$ cat config.mk
export PLATFORM = sky130hd
export DESIGN_NAME = ibt_bit_timing
export DESIGN_NICKNAME = d
export VERILOG_FILES = /design/src/verilog/ibt_input_filter.v /design/src/verilog/ibt_bit_timing.v
export VERILOG_INCLUDE_DIRS = /design/src /design/src/verilog
export SDC_FILE = /design/constraint.sdc
export NUM_CORES = 1
export LEC_CHECK = 0
export BUFFER_PORTS_ARGS = -buffer_cell sky130_fd_sc_hd__buf_2
export CAP_MARGIN = 20
export CORE_UTILIZATION = 40
export DETAILED_ROUTE_END_ITERATION = 16
export GPL_ROUTABILITY_DRIVEN = 1
export PLACE_DENSITY = 0.68
export SYNTH_ARGS = -nofsm -noshare
export SYNTH_HDL_FRONTEND = slang
export SYNTH_SLANG_ARGS = --single-unit
$ cat constraint.sdc
create_clock -name clk -period 5.2 [get_ports clk]
set_input_delay 1.56 -clock clk [delete_from_list [all_inputs] [get_ports clk]]
set_output_delay 1.56 -clock clk [all_outputs]
set_load 0.01 [all_outputs]
$ cat src/verilog/ibt_defs.vh
// Constants shared by the two-wire bit-timing generator files
`ifndef IBT_DEFS_VH
`define IBT_DEFS_VH

// ----------------------------------------------------------------
// Widths
// ----------------------------------------------------------------
`define IBT_CODE_W 6
`define IBT_DIV_W 16
`define IBT_RATE_W 6
`define IBT_CNT_W 16
`define IBT_CMD_W 3
`define IBT_ST_W 3

// ----------------------------------------------------------------
// Timing figures, in local memory clock cycles, except the clock period in ns and the halving step count
// ----------------------------------------------------------------
`define IBT_CLK_PERIOD_NS 50
`define IBT_STOP_SETUP_CLKS 16'h0004
`define IBT_START_LIMIT_LO 16'h0010
`define IBT_START_LIMIT_HI 16'h0009
`define IBT_HOLD_BASE 16'h0008
`define IBT_HOLD_STEP 16'h0010
`define IBT_HALVE_STEPS 12

// ----------------------------------------------------------------
// Divider code fields
// ----------------------------------------------------------------
`define IBT_CODE_BANK 5
`define IBT_CODE_EXP_HI 4
`define IBT_CODE_EXP_LO 2
`define IBT_CODE_SEL 1

// ----------------------------------------------------------------
// Commands
// ----------------------------------------------------------------
`define IBT_CMD_START 3'h0
`define IBT_CMD_WRITE 3'h1
`define IBT_CMD_READ 3'h2
`define IBT_CMD_RSTART 3'h3
`define IBT_CMD_STOP 3'h4

// ----------------------------------------------------------------
// Reset values
// ----------------------------------------------------------------
`define IBT_RST_CNT 16'h0000
`define IBT_RST_RATE_CNT 6'h00

`endif

$ cat src/verilog/ibt_input_filter.v
// Synchroniser and sampled qualification filter for SCL and SDA
`timescale 1ns/1ps
`default_nettype none
`include "ibt_defs.vh"

module ibt_input_filter (
  // Clock, reset, freeze
  input wire clk,
  input wire rstn,
  input wire ce,
  // Filter sampling rate
  input wire [`IBT_RATE_W-1:0] filterSampleRate,
  // Raw bus levels
  input wire sclPin,
  input wire sdaPin,
  // Qualified bus levels
  output reg sclQual,
  output reg sdaQual
);

  reg [1:0] sclSync_r;
  reg [1:0] sdaSync_r;
  reg [`IBT_RATE_W-1:0] rateCnt_r;
  reg [1:0] sclSmp_r;
  reg [1:0] sdaSmp_r;
  wire sampleTick;
  wire [`IBT_RATE_W-1:0] rateTop;

  // ----------------------------------------------------------------
  // Two-stage synchronisers, first stage read only by the second
  // ----------------------------------------------------------------
  always @(posedge clk or negedge rstn)
  begin
    if (!rstn)
    begin
      sclSync_r <= 2'h3;
      sdaSync_r <= 2'h3;
    end
    else if (ce)
    begin
      sclSync_r <= {sclSync_r[0], sclPin};
      sdaSync_r <= {sdaSync_r[0], sdaPin};
    end
  end

  // Sampling clock enable: memory clock scaled by the rate setting
  assign rateTop = (filterSampleRate == `IBT_RST_RATE_CNT) ?
                   `IBT_RST_RATE_CNT : filterSampleRate - 6'h01;
  assign sampleTick = (rateCnt_r == rateTop);

  always @(posedge clk or negedge rstn)
  begin
    if (!rstn)
      rateCnt_r <= `IBT_RST_RATE_CNT;
    else if (ce)
      rateCnt_r <= sampleTick ? `IBT_RST_RATE_CNT : rateCnt_r + 6'h01;
  end

  // ----------------------------------------------------------------
  // One sample per sampling tick, two in a row must agree, then one memory clock to the
  // output: delay is rate times two plus one cycle
  // ----------------------------------------------------------------
  always @(posedge clk or negedge rstn)
  begin
    if (!rstn)
    begin
      sclSmp_r <= 2'h3;
      sdaSmp_r <= 2'h3;
      sclQual <= 1'b1;
      sdaQual <= 1'b1;
    end
    else if (ce)
    begin
      if (sampleTick)
      begin
        sclSmp_r <= {sclSmp_r[0], sclSync_r[1]};
        sdaSmp_r <= {sdaSmp_r[0], sdaSync_r[1]};
      end
      // Only a level seen on two samples in a row passes
      if (sclSmp_r[1] == sclSmp_r[0])
        sclQual <= sclSmp_r[1];
      if (sdaSmp_r[1] == sdaSmp_r[0])
        sdaQual <= sdaSmp_r[1];
    end
  end

endmodule
`default_nettype wire

$ cat src/verilog/ibt_bit_timing.v
// Master bit-timing generator for the two-wire serial controller
`timescale 1ns/1ps
`default_nettype none
`include "ibt_defs.vh"

module ibt_bit_timing (
  // Clock, reset, freeze
  input wire clk,
  input wire rstn,
  input wire ce,
  // Configuration
  input wire [`IBT_CODE_W-1:0] sclDividerCode,
  input wire [`IBT_RATE_W-1:0] filterSampleRate,
  // Command port
  input wire cmdValid,
  input wire [`IBT_CMD_W-1:0] cmdCode,
  input wire cmdData,
  output wire cmdReady,
  output reg cmdDone,
  output reg rxBit,
  output wire busy,
  output reg [`IBT_DIV_W-1:0] decimalDividerValue,
  // Open-drain bus pins
  input wire sclIn,
  output wire sclOut,
  output reg sclOe,
  input wire sdaIn,
  output wire sdaOut,
  output reg sdaOe
);

  // ----------------------------------------------------------------
  // States
  // ----------------------------------------------------------------
  localparam [`IBT_ST_W-1:0] ST_IDLE = 3'h0;
  localparam [`IBT_ST_W-1:0] ST_START_HOLD = 3'h1;
  localparam [`IBT_ST_W-1:0] ST_PARK = 3'h2;
  localparam [`IBT_ST_W-1:0] ST_LOW = 3'h3;
  localparam [`IBT_ST_W-1:0] ST_HIGH = 3'h4;
  localparam [`IBT_ST_W-1:0] ST_FREE = 3'h5;

  // ----------------------------------------------------------------
  // Code decoding
  // ----------------------------------------------------------------
  // Decimal divider for a code
  function [`IBT_DIV_W-1:0] divOf;
    input [`IBT_CODE_W-1:0] code;
    reg [`IBT_DIV_W-1:0] b;
    begin
      b = 16'h0000;
      divOf = 16'h0000;
      if (!code[`IBT_CODE_BANK])
      begin
        case (code[1:0])
          2'h0: b = 16'h0120;
          2'h1: b = 16'h0140;
          2'h2: b = 16'h0180;
          default: b = 16'h01C0;
        endcase
        if (code[4:0] == 5'h1F)
          divOf = 16'hF000;
        else
          divOf = b << code[4:2];
      end
      else if (code[4:2] == 3'h0)
      begin
        case (code[1:0])
          2'h0: divOf = 16'h00A0;
          2'h1: divOf = 16'h00C0;
          2'h2: divOf = 16'h00E0;
          default: divOf = 16'h0100;
        endcase
      end
      else
      begin
        case (code[1:0])
          2'h0: b = 16'h0140;
          2'h1: b = 16'h0180;
          2'h2: b = 16'h01E0;
          default: b = 16'h0200;
        endcase
        divOf = b << (code[4:2] - 3'h1);
      end
    end
  endfunction

  // Start hold: divider/16 halved until under the bank's limit
  function [`IBT_CNT_W-1:0] startHoldOf;
    input [`IBT_CODE_W-1:0] code;
    input [`IBT_DIV_W-1:0] d;
    reg [`IBT_CNT_W-1:0] q, lim;
    integer i;
    begin
      q = d >> 4;
      lim = code[`IBT_CODE_BANK] ? `IBT_START_LIMIT_HI : `IBT_START_LIMIT_LO;
      for (i = 0; i < `IBT_HALVE_STEPS; i = i + 1)
        if (q >= lim)
          q = q >> 1;
      startHoldOf = (q == 16'h0000) ? 16'h0001 : q;
    end
  endfunction

  // Output data hold time for a code
  function [`IBT_CNT_W-1:0] holdOf;
    input [`IBT_CODE_W-1:0] code;
    reg [`IBT_CNT_W-1:0] step, f;
    begin
      step = `IBT_HOLD_STEP << code[4:2];
      case ({code[`IBT_CODE_BANK], code[`IBT_CODE_SEL]})
        2'h2: f = step;
        2'h3: f = step << 1;
        2'h0: f = (step << 1) + step;
        default: f = step << 2;
      endcase
      holdOf = `IBT_HOLD_BASE + f;
    end
  endfunction

  // ----------------------------------------------------------------
  // Registered timing figures, recomputed from the code each cycle
  // ----------------------------------------------------------------
  reg [`IBT_CNT_W-1:0] half_r, hold_r, startHold_r, rsSetup_r;
  wire [`IBT_DIV_W-1:0] divNow;
  wire [`IBT_CNT_W-1:0] halfNow, holdNow, shNow;

  assign divNow = divOf(sclDividerCode);
  assign halfNow = divNow >> 1;
  assign shNow = startHoldOf(sclDividerCode, divNow);
  // Keep the SDA change no later than the edge that releases SCL in the low half
  assign holdNow = (holdOf(sclDividerCode) >= halfNow) ?
                   halfNow - 16'h0001 : holdOf(sclDividerCode);

  always @(posedge clk or negedge rstn)
  begin
    if (!rstn)
    begin
      decimalDividerValue <= `IBT_RST_CNT;
      half_r <= `IBT_RST_CNT;
      hold_r <= `IBT_RST_CNT;
      startHold_r <= `IBT_RST_CNT;
      rsSetup_r <= `IBT_RST_CNT;
    end
    else if (ce)
    begin
      decimalDividerValue <= divNow;
      half_r <= halfNow;
      hold_r <= holdNow;
      startHold_r <= shNow;
      rsSetup_r <= divNow + shNow;
    end
  end

  // ----------------------------------------------------------------
  // Qualified bus inputs
  // ----------------------------------------------------------------
  wire sclQual, sdaQual;

  ibt_input_filter ibt_input_filter_i (
    .clk(clk),
    .rstn(rstn),
    .ce(ce),
    .filterSampleRate(filterSampleRate),
    .sclPin(sclIn),
    .sdaPin(sdaIn),
    .sclQual(sclQual),
    .sdaQual(sdaQual)
  );

  // ----------------------------------------------------------------
  // Sequencer
  // ----------------------------------------------------------------
  reg [`IBT_ST_W-1:0] state_r;
  reg [`IBT_CNT_W-1:0] cnt_r, highLen;
  reg [`IBT_CMD_W-1:0] op_r;
  reg data_r;
  wire cmdTake;

  // Open-drain: the pin value is always low, only the enable moves
  assign sclOut = 1'b0;
  assign sdaOut = 1'b0;

  assign cmdReady = ce && (((state_r == ST_IDLE) &&
                    (cmdCode == `IBT_CMD_START)) ||
                    ((state_r == ST_PARK) &&
                    (cmdCode != `IBT_CMD_START) &&
                    (cmdCode <= `IBT_CMD_STOP)));
  assign cmdTake = cmdValid && cmdReady;
  assign busy = (state_r != ST_IDLE);

  // Length of the SCL-high phase for the operation in flight
  always @*
  begin
    case (op_r)
      `IBT_CMD_RSTART: highLen = rsSetup_r;
      `IBT_CMD_STOP: highLen = `IBT_STOP_SETUP_CLKS;
      default: highLen = half_r;
    endcase
  end

  // Main state machine
  always @(posedge clk or negedge rstn)
  begin
    if (!rstn)
    begin
      state_r <= ST_IDLE;
      cnt_r <= `IBT_RST_CNT;
      op_r <= `IBT_CMD_START;
      data_r <= 1'b1;
      sclOe <= 1'b0;
      sdaOe <= 1'b0;
      cmdDone <= 1'b0;
      rxBit <= 1'b0;
    end
    else if (ce)
    begin
      cmdDone <= 1'b0;
      case (state_r)
        ST_IDLE:
        begin
          cnt_r <= `IBT_RST_CNT;
          if (cmdTake)
          begin
            op_r <= cmdCode;
            sdaOe <= 1'b1; // SDA falls with SCL released
            state_r <= ST_START_HOLD;
          end
        end
        ST_START_HOLD:
        begin
          // Hold the start before pulling SCL low
          if (cnt_r >= startHold_r - 16'h0001)
          begin
            sclOe <= 1'b1;
            cnt_r <= `IBT_RST_CNT;
            cmdDone <= 1'b1;
            state_r <= ST_PARK;
          end
          else
            cnt_r <= cnt_r + 16'h0001;
        end
        ST_PARK:
        begin
          cnt_r <= `IBT_RST_CNT;
          if (cmdTake)
          begin
            op_r <= cmdCode;
            data_r <= cmdData;
            state_r <= ST_LOW;
          end
        end
        ST_LOW:
        begin
          // SDA moves once the hold time has passed
          if (cnt_r == hold_r)
          begin
            case (op_r)
              `IBT_CMD_WRITE: sdaOe <= ~data_r;
              `IBT_CMD_STOP: sdaOe <= 1'b1;
              default: sdaOe <= 1'b0;
            endcase
          end
          // Remaining low time is the data setup
          if (cnt_r >= half_r - 16'h0001)
          begin
            sclOe <= 1'b0;
            cnt_r <= `IBT_RST_CNT;
            state_r <= ST_HIGH;
          end
          else
            cnt_r <= cnt_r + 16'h0001;
        end
        ST_HIGH:
        begin
          // Count only once the qualified SCL is seen high
          if (!sclQual)
            cnt_r <= `IBT_RST_CNT;
          else if (cnt_r >= highLen - 16'h0001)
          begin
            cnt_r <= `IBT_RST_CNT;
            case (op_r)
              `IBT_CMD_RSTART:
              begin
                sdaOe <= 1'b1;
                state_r <= ST_START_HOLD;
              end
              `IBT_CMD_STOP:
              begin
                sdaOe <= 1'b0;
                state_r <= ST_FREE;
              end
              default:
              begin
                rxBit <= sdaQual;
                sclOe <= 1'b1;
                cmdDone <= 1'b1;
                state_r <= ST_PARK;
              end
            endcase
          end
          else
            cnt_r <= cnt_r + 16'h0001;
        end
        ST_FREE:
        begin
          // Bus-free time after a stop
          if (cnt_r >= half_r - 16'h0001)
          begin
            cnt_r <= `IBT_RST_CNT;
            cmdDone <= 1'b1;
            state_r <= ST_IDLE;
          end
          else
            cnt_r <= cnt_r + 16'h0001;
        end
        default:
        begin
          sclOe <= 1'b0;
          sdaOe <= 1'b0;
          state_r <= ST_IDLE;
        end
      endcase
    end
  end

endmodule
`default_nettype wire

==> key figures, run 1 <==
Global route
  • Initial antenna violation count: 0
  • Largest net degree at the start of global routing: 80
  • First-pass GRT wire length: 51100 µm
  • Vias in the first global route: about 10000
  • Total Routing Usage GR: 0.234
  • Grt total ovfl: 0

Logic synthesis
  • Post-synthesis cell count: 1256
  • YS warnings: 0
  • Primary FF master, synth: dfrtp_1
  • Async SR Flop Fraction: 1.00
  • Synth cell types: 112
  • Syn Area/Cell: ~8.4 µm²
  • Synthesized area: between 10000 and 15000 µm²
  • Sequential area share after synthesis: 0.217
  • Post-synth EDFFs: 0
  • #FFs+latches synth: between 90 and 100

Clock tree
  • Root buffer cell: clkbuf_16
  • Htree depth: 3
  • Clock sinks: 91
  • CTS buffer count: 9
  • CTS Hold Buffers Added: 0
  • Worst-Skew Late Latency: 0.36 ns
  • CTS tree: done
  • CTS Buffer Depth: 2
  • Clock Pin Slew Worst Setup and Hold Paths: roughly 0.070 ns

Drt
  • Antenna violation net count after detailed routing: 0
  • Via-to-Cell Ratio: between 5 and 6
  • WL per Instance: 16.5 µm
  • TritonRoute pass-1 iters: 6
  • WL met2: 16100 µm
  • Initial drt markers: 691
  • Vias: 10800
  • DRT Wirelength: ~32000 µm
  • Post-route DRC: 0
  • DRT met1 WL: 14100 µm
  • Top Metal Used: met4
  • Met3 wire length: 955 µm

Job
  • Max-cap violations: 0

Floorplan
  • Ports: 46
  • Die width: 164 µm
  • # rows: about 60
  • Die area: 27100 µm²
  • Core Area: 26000 µm²
  • Die Height: 164 µm
  • Initial Util: 0.406

Critical path
  • Slowest stage cell on the critical path: or4b_4
  • Required time of the critical path: 5.47 ns
  • Cell mode on critical path: buf_4
  • CP Max Fanout: 5
  • CP Launch Type: primary input
  • Buf/Inv on CP: 13
  • Slowest stage delay, CP: approximately 0.51 ns
  • Critical Path End Type: flop
  • Setup Crit Path Kind: primary input to flop
  • Family with the most delay on the worst path: compound AO/OA/AOI/OAI gates
  • Arr. time, crit path: approximately 18 ns

STA
  • Final hold violations: 0
  • Slew margin rel.: 0.397
  • Maximum clock frequency: 0.0558 GHz
  • Max-slew violation count: 0
  • Worst slew pin tran: ~0.9 ns
  • RSZ-0062 raised after global routing: yes
  • Worst Skew: 0.0104 ns
  • WHS: 0.497 ns
  • Fin crit share: 3.44
  • Sum Neg Setup Slack: -63.85 ns
  • Min cycle time layout: 17.91 ns
  • Final Setup Violations: 15
  • Setup ws final: -12.71 ns

Power
  • Power density over the cells: around 510 nW/µm²
  • Power Total: roughly 0.0076 W
  • Max IR drop VDD: 391 µV
  • Leakage power: roughly 7.0 nW

Final layout
  • Most frequent cells in the layout: buf_4, nor2_1, ha_1, nand2_1, dfrtp_1
  • Antenna diodes: 0
  • Layout Nets: about 1700
  • Area Growth Syn to Fin: 40.4%
  • Most common cell after layout, fill and taps aside: buf_4
  • Non-Filler Instances: 1937
  • Fraction of layout cells with a size suffix above 1: 0.387

Placement
  • Post-DP HPWL: roughly 23000 µm
  • GPL Wtd Cong: ~0.9
  • Pre-CTS setup slack: -13.73 ns
  • Placed insts: ~1800
  • # port buffers: 38

Min path
  • Hold Path Class: flop to flop

Status
  • Failing checks: negative setup slack
  • Status: complete, but fails checks
flip-flops by register name, indices dropped and copies added (netlist names), 2 cells and up:
register and count:
cnt_r 16, ibt_input_filter_i.sdaSmp_r 2, state_r 3, ibt_input_filter_i.rateCnt_r 6, hold_r 14, ibt_input_filter_i.sclSmp_r 2, decimalDividerValue 11, ibt_input_filter_i.sdaSync_r 2
startHold_r 7, op_r 3, ibt_input_filter_i.sclSync_r 2, rsSetup_r 16
what timing repair did:
item                       CTS  global route
pin swaps                   55            32
buffers inserted            62            17
setup endpoints to repair   33            38
gates resized for setup     82            94
gates cloned                 2             2
where the power goes:
part | internal (W) | leakage, nW | total, W | switching [W]
Clock | 0.000391 | 0.147 | 0.000690 | 0.000299
Sequential | 0.000881 | 1.13 | 0.00109 | 0.000211
Combinational | 0.00310 | 5.72 | 0.00581 | 0.00271
Total | 0.00437 | 6.99 | 0.00759 | 0.00322
synthesized netlist by cell type (5+ instances only):
cell type / count / share of area
inv_1: 45 / 0.016
dfstp_2: 11 / 0.027
nor2b_1: 34 / 0.020
dfrtp_1: 80 / 0.19
buf_4: 10 / 0.0071
or3_1: 9 / 0.0053
mux2_2: 28 / 0.030
nand3_1: 22 / 0.010
o21ai_0: 92 / 0.044
a21o_1: 35 / 0.025
a22oi_1: 11 / 0.0078
nor3_1: 24 / 0.011
nor2_1: 107 / 0.038
and3_1: 23 / 0.014
nor4b_1: 6 / 0.0050
nand4_1: 12 / 0.0071
o2bb2ai_1: 5 / 0.0041
nand3b_1: 7 / 0.0050
buf_1: 6 / 0.0021
xnor2_1: 45 / 0.037
o21a_1: 11 / 0.0078
a31oi_1: 7 / 0.0041
clkbuf_1: 30 / 0.011
xor2_1: 30 / 0.025
a21oi_1: 80 / 0.038
buf_2: 8 / 0.0038
nand2_1: 94 / 0.033
o211ai_1: 7 / 0.0050
mux4_2: 5 / 0.011
o21ai_1: 5 / 0.0024
nor4_1: 13 / 0.0077
o31ai_1: 8 / 0.0057
a211oi_1: 12 / 0.0085
nand2b_1: 37 / 0.022
ha_1: 120 / 0.14
mux2i_1: 31 / 0.029
and2_1: 12 / 0.0071
metrics by stage:
step / utilization / instance area (µm²)
finish: 0.570 / 14800
global route: 0.570 / 14800
CTS: 0.552 / 14400
detailed placement: 0.508 / 13200
global placement: 0.508 / 13200
floorplan: - / 11000
worst reg2reg max path: cells and delay by family (launching register included):
family | cells | cell delay (ns)
compound gates | 19 | 3.21
simple gates | 6 | 0.66
fa+ha+maj | 2 | 0.56
flops | 1 | 0.41
layer usage:
| layer | vias up | global-route usage |
|---|---|---|
| met5 | - | 0 |
| met4 | 0 | 0.0788 |
| met3 | 71 | 0.0171 |
| met2 | 233 | 0.416 |
| met1 | 5198 | 0.299 |
| li1 | 5278 | - |
final timing paths:
| kind | start | to | slack (ns) | depth (start not counted) |
|---|---|---|---|---|
| worst min-delay path | cmdDone | cmdDone | 0.50 | 2 |
| worst max-delay path | sclDividerCode[1] | rsSetup_r[0] | -12.71 | 85 |
| max in group asynchronous | rstn | ibt_input_filter_i.sdaSync_r[0] | 2.96 | 2 |
| worst max register to register | op_r[1] | state_r[1] | 0.25 | 27 |
| worst min register to register | cmdDone | cmdDone | 0.50 | 2 |
| min in group asynchronous | rstn | cnt_r[6] | 1.29 | 1 |
kinds of logic (layout without fill, tap and decap cells):
logic type	after synthesis	count (layout)	share of synthesized area
buffers and inverters	107	440	0.0442
AND/OR/NAND/NOR	428	428	0.211
AO/OA/AOI/OAI	363	363	0.243
XOR/XNOR	75	75	0.0622
flip-flops	91	91	0.217
multiplexers	68	68	0.0763
adder cells (fa/ha/maj)	122	122	0.146
other	2	15	0.000711
layout make-up:
class / count / area (µm²)
Fill cell: 2247 / 11200
Multi-Input combinational cell: 1071 / 8710
Timing Repair Buffer: 373 / 2870
Sequential cell: 91 / 2290
Tap cell: 335 / 419
Clock buffer: 10 / 239
Inverter: 51 / 221
Clock inverter: 6 / 73.8
(Power assumes the default switching activity.)
==> run 2: changes to the inputs <==
- RECOVER_POWER: default -> 50
==> run 2 against run 1 <==
The flow finishes with violations (max-capacitance violations, max-slew violations, negative setup slack). Routed wire length barely moved. Core utilization barely moved. Cell count did not move. Total power barely moved. Flip-flop and latch count did not move. Critical path depth did not move. Clock-buffer cell count did not move. Setup slack improved by 0.0034 ns. Largest power group unchanged.
==> key figures, run 2 (synthesis gave the netlist of run 1 again) <==
Status
  • Status: complete, but fails checks (unchanged)
  • Failing checks: max-capacitance violations, max-slew violations, negative setup slack (was negative setup slack)

STA
  • Sum Neg Setup Slack: -63.85 ns (about the same)
  • Max-slew violation count: 63 (was 0)
  • RSZ-0062 raised after global routing: yes (unchanged)
  • Maximum clock frequency: 0.0559 GHz (was 0.0558 GHz)
  • Fin crit share: 3.44 (about the same)
  • Min cycle time layout: 17.90 ns (was 17.91 ns)
  • Worst Skew: 0.0103 ns (was 0.0104 ns)
  • Slew margin rel.: -1.20 (was 0.397)
  • Final hold violations: 0 (unchanged)
  • Setup ws final: -12.70 ns (was -12.71 ns)
  • Final Setup Violations: 15 (unchanged)
  • Worst slew pin tran: 3.31 ns (was 0.905 ns)

Final layout
  • Layout Nets: 1741 (unchanged)
  • Most frequent cells in the layout: buf_4, nor2_1, ha_1, nand2_1, dfrtp_1 (unchanged)
  • Most common cell after layout, fill and taps aside: buf_4 (unchanged)
  • Top flop regs: cnt_r x16, rsSetup_r x16, hold_r x14 (unchanged)
  • Fill cells: 2246 (was 2247)
  • Area Growth Syn to Fin: 40.3% (was 40.4%)
  • Core Util, Final: 0.570 (about the same)
  • Antenna diodes: 0 (unchanged)
  • Fraction of layout cells with a size suffix above 1: 0.386 (was 0.387)

Critical path
  • Arr. time, crit path: 18.17 ns (was 18.18 ns)
  • Internal reg-to-reg setup slack: 0.25 ns (about the same)
  • Slowest stage delay, CP: 0.51 ns (about the same)
  • Buf/Inv on CP: 13 (unchanged)
  • CP Max Fanout: 5 (unchanged)
  • CP Launch Type: primary input (unchanged)
  • Setup Crit Path Kind: primary input to flop (unchanged)
  • R2R Path End: state_r[1] (unchanged)
  • Crit Reg-Reg Startpoint: op_r[1] (unchanged)
  • Cell mode on critical path: buf_4 (unchanged)
  • Family with the most delay on the worst path: compound AO/OA/AOI/OAI gates (unchanged)
  • Required time of the critical path: 5.47 ns (about the same)
  • Critical Path End Type: flop (unchanged)
  • Worst reg-to-reg path cell count: 27 (unchanged)
  • Slowest stage cell on the critical path: or4b_4 (unchanged)

Min path
  • Hold path start: cmdDone (unchanged)
  • Hold Path Class: flop to flop (unchanged)
  • Hold EP: cmdDone (unchanged)
  • Hold path depth: 2 (unchanged)

Floorplan
  • Core Area: 26000 µm² (unchanged)
  • # rows: 59 (unchanged)
  • Die area: 27100 µm² (unchanged)
  • Initial Util: 0.406 (unchanged)
  • Ports: 46 (unchanged)
  • Die Height: 164 µm (unchanged)
  • Die width: 164 µm (unchanged)

Drt
  • WL per Instance: 16.5 µm (about the same)
  • DRT Wirelength: 32100 µm (about the same)
  • TritonRoute pass-1 iters: 6 (unchanged)
  • Initial drt markers: 680 (was 691)
  • Post-route DRC: 0 (unchanged)
  • Via-to-Cell Ratio: 5.55 (was 5.57)
  • Antenna violation net count after detailed routing: 0 (unchanged)
  • Vias: 10800 (about the same)

Global route
  • First-pass GRT wire length: 51100 µm (unchanged)
  • Total Routing Usage GR: 0.234 (unchanged)
  • Largest net degree at the start of global routing: 80 (unchanged)
  • Initial antenna violation count: 0 (unchanged)
  • Vias in the first global route: 10400 (unchanged)
  • Grt total ovfl: 0 (unchanged)

Clock tree
  • Clock sinks: 91 (unchanged)
  • CTS Hold Buffers Added: 0 (unchanged)
  • Clock Pin Slew Worst Setup and Hold Paths: 0.07 ns (about the same)
  • CTS buffer count: 9 (unchanged)
  • Worst-Skew Late Latency: 0.36 ns (about the same)
  • Htree depth: 3 (unchanged)
  • CTS Buffer Depth: 2 (unchanged)
  • CTS tree: done (unchanged)
  • Root buffer cell: clkbuf_16 (unchanged)

Power
  • Max IR drop VDD: 391 µV (about the same)
  • Power density over the cells: 512 nW/µm² (about the same)
  • Power Total: 0.00759 W (about the same)
  • Leakage power: 6.99 nW (about the same)

Placement
  • # port buffers: 38 (unchanged)
  • GPL Wtd Cong: 0.892 (unchanged)
  • Post-DP HPWL: 23500 µm (unchanged)

Job
  • Max-cap violations: 1 (was 0)
## run 2: routing by layer
metal,up-vias,GRT usage,part of all wire
met1,5185,0.299,0.44
met2,223,0.416,0.50
met4,0,0.0788,0.026
li1,5282,-,-
met3,64,0.0171,0.030
met5,-,0,0
## run 2: stage by stage
| step | hold slack (ns) | setup WS, ns | instance area (µm²) | instances |
|---|---|---|---|---|
| global placement | 0.477 | -13.08 | 13200 | 1841 |
| CTS | 0.501 | -12.29 | 14400 | 1920 |
| global route | 0.522 | -13.35 | 14800 | 1937 |
| finish | 0.496 | -12.70 | 14800 | 1937 |
| detailed placement | 0.482 | -13.73 | 13200 | 1841 |
| floorplan | 0.457 | -13.33 | 11000 | 1269 |
## run 2: layout make-up
type | count | area, µm² | area share
multi-input cells | 1071 | 8710 | 0.588
repair buffers | 373 | 2860 | 0.193
flip-flops and latches | 91 | 2290 | 0.155
well taps | 335 | 419 | 0.0283
clock buffers | 10 | 239 | 0.0161
inverters | 51 | 221 | 0.0149
clock inverters | 6 | 73.8 | 0.00498
## run 2: worst max-delay path by stage
stage | startpoint | to | slack, ns | cells past startpoint
final | sclDividerCode[1] | rsSetup_r[0] | -12.70 | 85
after global routing | sclDividerCode[3] | rsSetup_r[0] | -13.35 | 82
after CTS | sclDividerCode[3] | rsSetup_r[0] | -12.29 | 83
after detailed placement | sclDividerCode[1] | rsSetup_r[0] | -13.73 | 82
after global placement | sclDividerCode[1] | rsSetup_r[0] | -13.08 | 82
after floorplan | sclDividerCode[3] | rsSetup_r[0] | -13.33 | 85
## run 2: where the power goes
group          leakage (nW)  switching [W]  internal, W
Sequential             1.13       0.000212     0.000881
Clock                 0.147       0.000301     0.000391
Combinational          5.71        0.00271      0.00310
## run 2: worst register-to-register path: cells and delay by family, from the launching register on
family	cells	cell delay, ns
fa+ha+maj	2	0.56
flops	1	0.41
compound gates	19	3.22
simple gates	6	0.67
## run 2: timing repair
item,in CTS,in global routing
gates cloned,2,2
resized for setup,82,94
pin swaps,55,32
buffers inserted,62,17
endpoints found under the setup margin,33,38
==> run 3: changes to the inputs <==
- ABC_AREA: default -> 1
==> run 3 against run 2 <==
The flow still finishes with violations (max-capacitance violations, max-slew violations, negative setup slack). Non-clock buffer count fell by 86. Hold slack got worse by 0.029 ns. Synthesized cell count rose by 21%. Core utilization fell by 1.7 points. Area after synthesis fell by 2.6%. Register-to-register slack improved by 0.21 ns. Clock power rose by 3%. Clock skew fell by 0.0032 ns. Via count rose by 3.0%. Largest cell class unchanged. Largest power group unchanged. Highest routed layer unchanged.
==> key figures, run 3 <==
Drt
  • WL per Instance: 14.2 µm (was 16.5 µm)
  • TritonRoute pass-1 iters: 7 (was 6)
  • Initial drt markers: 581 (was 680)
  • Antenna violation net count after detailed routing: 0 (unchanged)
  • Post-route DRC: 0 (unchanged)
  • DRT Wirelength: 30400 µm (was 32100 µm)
  • Vias: 11100 (was 10800)
  • Via-to-Cell Ratio: 5.18 (was 5.55)

Logic synthesis
  • #FFs+latches synth: 91 (unchanged)
  • Synthesized area: 10300 µm² (was 10600 µm²)
  • Dominant cells by area after synthesis: dfrtp_1, ha_1, nand2_1 (was dfrtp_1, ha_1, o21ai_0)
  • Most common cell in the synthesized netlist: nand2_1 (was ha_1)
  • Post-synthesis cell count: 1519 (was 1256)
  • Async SR Flop Fraction: 1.00 (unchanged)
  • Post-synth EDFFs: 0 (unchanged)
  • Area leader, netlist: dfrtp_1 (unchanged)
  • Sequential area share after synthesis: 0.223 (was 0.217)
  • Top post-synthesis cells by count: nand2_1, inv_1, nor2_1, nand3_1, ha_1 (was ha_1, nor2_1, nand2_1, o21ai_0)
  • Primary FF master, synth: dfrtp_1 (unchanged)
  • YS warnings: 0 (unchanged)
  • Syn Area/Cell: 6.77 µm² (was 8.41 µm²)
  • Yosys top cell area share: 0.195 (was 0.190)
  • Synth cell types: 59 (was 112)

Global route
  • First-pass GRT wire length: 49700 µm (was 51100 µm)
  • Grt total ovfl: 0 (unchanged)
  • Vias in the first global route: 10700 (was 10400)
  • Initial antenna violation count: 0 (unchanged)
  • Total Routing Usage GR: 0.230 (was 0.234)
  • Largest net degree at the start of global routing: 67 (was 80)

Floorplan
  • Initial Util: 0.408 (was 0.406)
  • Ports: 46 (unchanged)
  • # rows: 58 (was 59)
  • Die area: 26400 µm² (was 27100 µm²)
  • Die Height: 162 µm (was 164 µm)
  • Die width: 162 µm (was 164 µm)
  • Core Area: 25200 µm² (was 26000 µm²)

Power
  • Leakage power: 7.18 nW (was 6.99 nW)
  • Int Pwr: 0.00440 W (was 0.00437 W)
  • Power Total: 0.00825 W (was 0.00759 W)
  • Comb power frac: 0.790 (was 0.765)
  • Power density over the cells: 592 nW/µm² (was 512 nW/µm²)
  • Sequential Power Share: 0.123 (was 0.144)
  • Switching power: 0.00385 W (was 0.00322 W)
  • Max IR drop VDD: 687 µV (was 391 µV)
  • Sw Ratio: 0.467 (was 0.425)
  • Clock power share: 0.086 (was 0.091)

Critical path
  • Crit Reg-Reg Startpoint: op_r[2] (was op_r[1])
  • Required time of the critical path: 5.48 ns (was 5.47 ns)
  • CP Launch Type: primary input (unchanged)
  • Slowest stage delay, CP: 0.32 ns (was 0.51 ns)
  • Slowest stage cell on the critical path: ha_1 (was or4b_4)
  • Worst reg-to-reg path cell count: 27 (unchanged)
  • R2R Path End: cnt_r[14] (was state_r[1])
  • CP Max Fanout: 7 (was 5)
  • Cell mode on critical path: nand2_2 (was buf_4)
  • Setup Crit Path Kind: primary input to flop (unchanged)
  • Internal reg-to-reg setup slack: 0.46 ns (was 0.25 ns)
  • Critical Path End Type: flop (unchanged)
  • Arr. time, crit path: 13.75 ns (was 18.17 ns)

Final layout
  • Footprint of the multi-input gates: 7830 µm² (was 8710 µm²)
  • Most common cell after layout, fill and taps aside: nand2_1 (was buf_4)
  • Layout Nets: 1946 (was 1741)
  • Fill cells: 2259 (was 2246)
  • Seq. cell area: 2290 µm² (unchanged)
  • Most frequent cells in the layout: nand2_1, buf_4, inv_1, nor2_1, nand3_1 (was buf_4, nor2_1, ha_1, nand2_1, dfrtp_1)
  • Top flop regs: cnt_r x16, rsSetup_r x16, hold_r x14 (unchanged)
  • Core Util, Final: 0.554 (was 0.570)
  • Antenna diodes: 0 (unchanged)
  • Fraction of layout cells with a size suffix above 1: 0.305 (was 0.386)
  • Area Growth Syn to Fin: 35.6% (was 40.3%)

STA
  • RSZ-0062 raised after global routing: yes (unchanged)
  • Slew margin rel.: -1.18 (was -1.20)
  • Worst slew pin tran: 3.27 ns (was 3.31 ns)
  • Max-slew violation count: 62 (was 63)
  • Setup ws final: -8.27 ns (was -12.70 ns)
  • Final Setup Violations: 5 (was 15)
  • Final hold violations: 0 (unchanged)
  • Fin crit share: 2.59 (was 3.44)
  • Worst Skew: 0.00714 ns (was 0.0103 ns)
  • Min cycle time layout: 13.47 ns (was 17.90 ns)
  • Maximum clock frequency: 0.0742 GHz (was 0.0559 GHz)

Placement
  • GPL Wtd Cong: 0.932 (was 0.892)
  • # port buffers: 38 (unchanged)
  • Post-DP HPWL: 22400 µm (was 23500 µm)

Status
  • Status: complete, but fails checks (unchanged)
  • Failing checks: max-capacitance violations, max-slew violations, negative setup slack (unchanged)

Clock tree
  • CTS Hold Buffers Added: 0 (unchanged)
  • CTS Buffer Depth: 2 (unchanged)
  • CTS tree: done (unchanged)
  • Htree depth: 3 (unchanged)
  • Clock sinks: 91 (unchanged)
  • Root buffer cell: clkbuf_16 (unchanged)
  • Worst-Skew Late Latency: 0.35 ns (was 0.36 ns)
  • CTS buffer count: 9 (unchanged)
  • Clock Pin Slew Worst Setup and Hold Paths: 0.07 ns (about the same)

Min path
  • Hold path depth: 2 (unchanged)
  • Hold path start: ibt_input_filter_i.sdaSync_r[0] (was cmdDone)
  • Hold EP: ibt_input_filter_i.sdaSync_r[0] (was cmdDone)
  • Hold Path Class: flop to flop (unchanged)

Job
  • Max-cap violations: 1 (unchanged)
## run 3: cell count changes in the layout (fill, tap and decap cells not counted), sizes merged, moves of 32 or more
cell / previous run / this run
mux2i: 32 / 0
nor2: 108 / 152
buf: 371 / 284
xnor2: 45 / 12
nand2b: 37 / 0
nor2b: 34 / 0
nand2: 94 / 372
nand3: 22 / 130
inv: 51 / 243
## run 3: cell families after synthesis
family | share of synthesized area
adder cells (fa/ha/maj) | 0.150
flip-flops | 0.223
XOR/XNOR | 0.0520
AND/OR/NAND/NOR | 0.316
AO/OA/AOI/OAI | 0.150
other | 0.000730
buffers and inverters | 0.104
multiplexers | 0.00438
## run 3: worst max path at each step
stage / start / to / slack (ns)
final: sclDividerCode[2] / rsSetup_r[0] / -8.27
after global routing: sclDividerCode[2] / rsSetup_r[0] / -9.10
after detailed placement: sclDividerCode[0] / rsSetup_r[0] / -8.96
after global placement: sclDividerCode[1] / rsSetup_r[0] / -8.49
after floorplan: sclDividerCode[1] / rsSetup_r[0] / -8.34
after CTS: sclDividerCode[1] / rsSetup_r[0] / -7.92
## run 3: what timing repair did
item / in CTS / in global routing
resized for setup: 72 / 122
pin swaps: 69 / 75
setup endpoints to repair: 18 / 30
setup buffers: 40 / 13
## run 3: stage by stage
| step | TNS (ns) | hold slack (ns) | setup slack, ns | instances | instance area, µm² |
|---|---|---|---|---|---|
| global route | -45.01 | 0.476 | -9.10 | 2137 | 13900 |
| floorplan | -40.98 | 0.444 | -8.34 | 1532 | 10600 |
| CTS | -41.79 | 0.468 | -7.92 | 2124 | 13400 |
| finish | -40.88 | 0.468 | -8.27 | 2137 | 13900 |
| detailed placement | -50.80 | 0.458 | -8.96 | 2068 | 12500 |
| global placement | -47.97 | 0.452 | -8.49 | 2068 | 12500 |
## run 3: layout make-up
| cell class | count | share of cell area |
|---|---|---|
| clock buffer | 12 | 0.0177 |
| clock inverter | 4 | 0.00530 |
| inverter | 245 | 0.0688 |
| multi-input combinational | 1168 | 0.561 |
| sequential | 91 | 0.164 |
| tap | 330 | 0.0296 |
| timing repair buffer | 287 | 0.153 |
## run 3: worst max-delay path: cells and delay by family
family	cells	cell delay, ns
AOI/OAI and AO/OA	15	2.40
adders and majority gates	11	3.04
muxes	1	0.32
and+or+nand+nor	56	4.66
buffers and inverters	19	1.67
## run 3: power by group through the flow
stage	Clock (W)	Combinational [W]	Sequential, W
3_3_place_gp	0	0.00515	0.00102
5_1_grt	0.000747	0.00722	0.00104
3_5_place_dp	0	0.00531	0.00102
6_report	0.000712	0.00652	0.00102
4_1_cts	0.000717	0.00587	0.00102
2_1_floorplan	0	0.00343	0.000992
## run 3: per-layer routing
metal  track usage  vias up  part of all wire
met5             0        -                 0
li1              -     5548                 -
met3        0.0219       78             0.038
met2         0.410      268              0.49
met1         0.285     5178              0.44
met4        0.0832        0             0.029
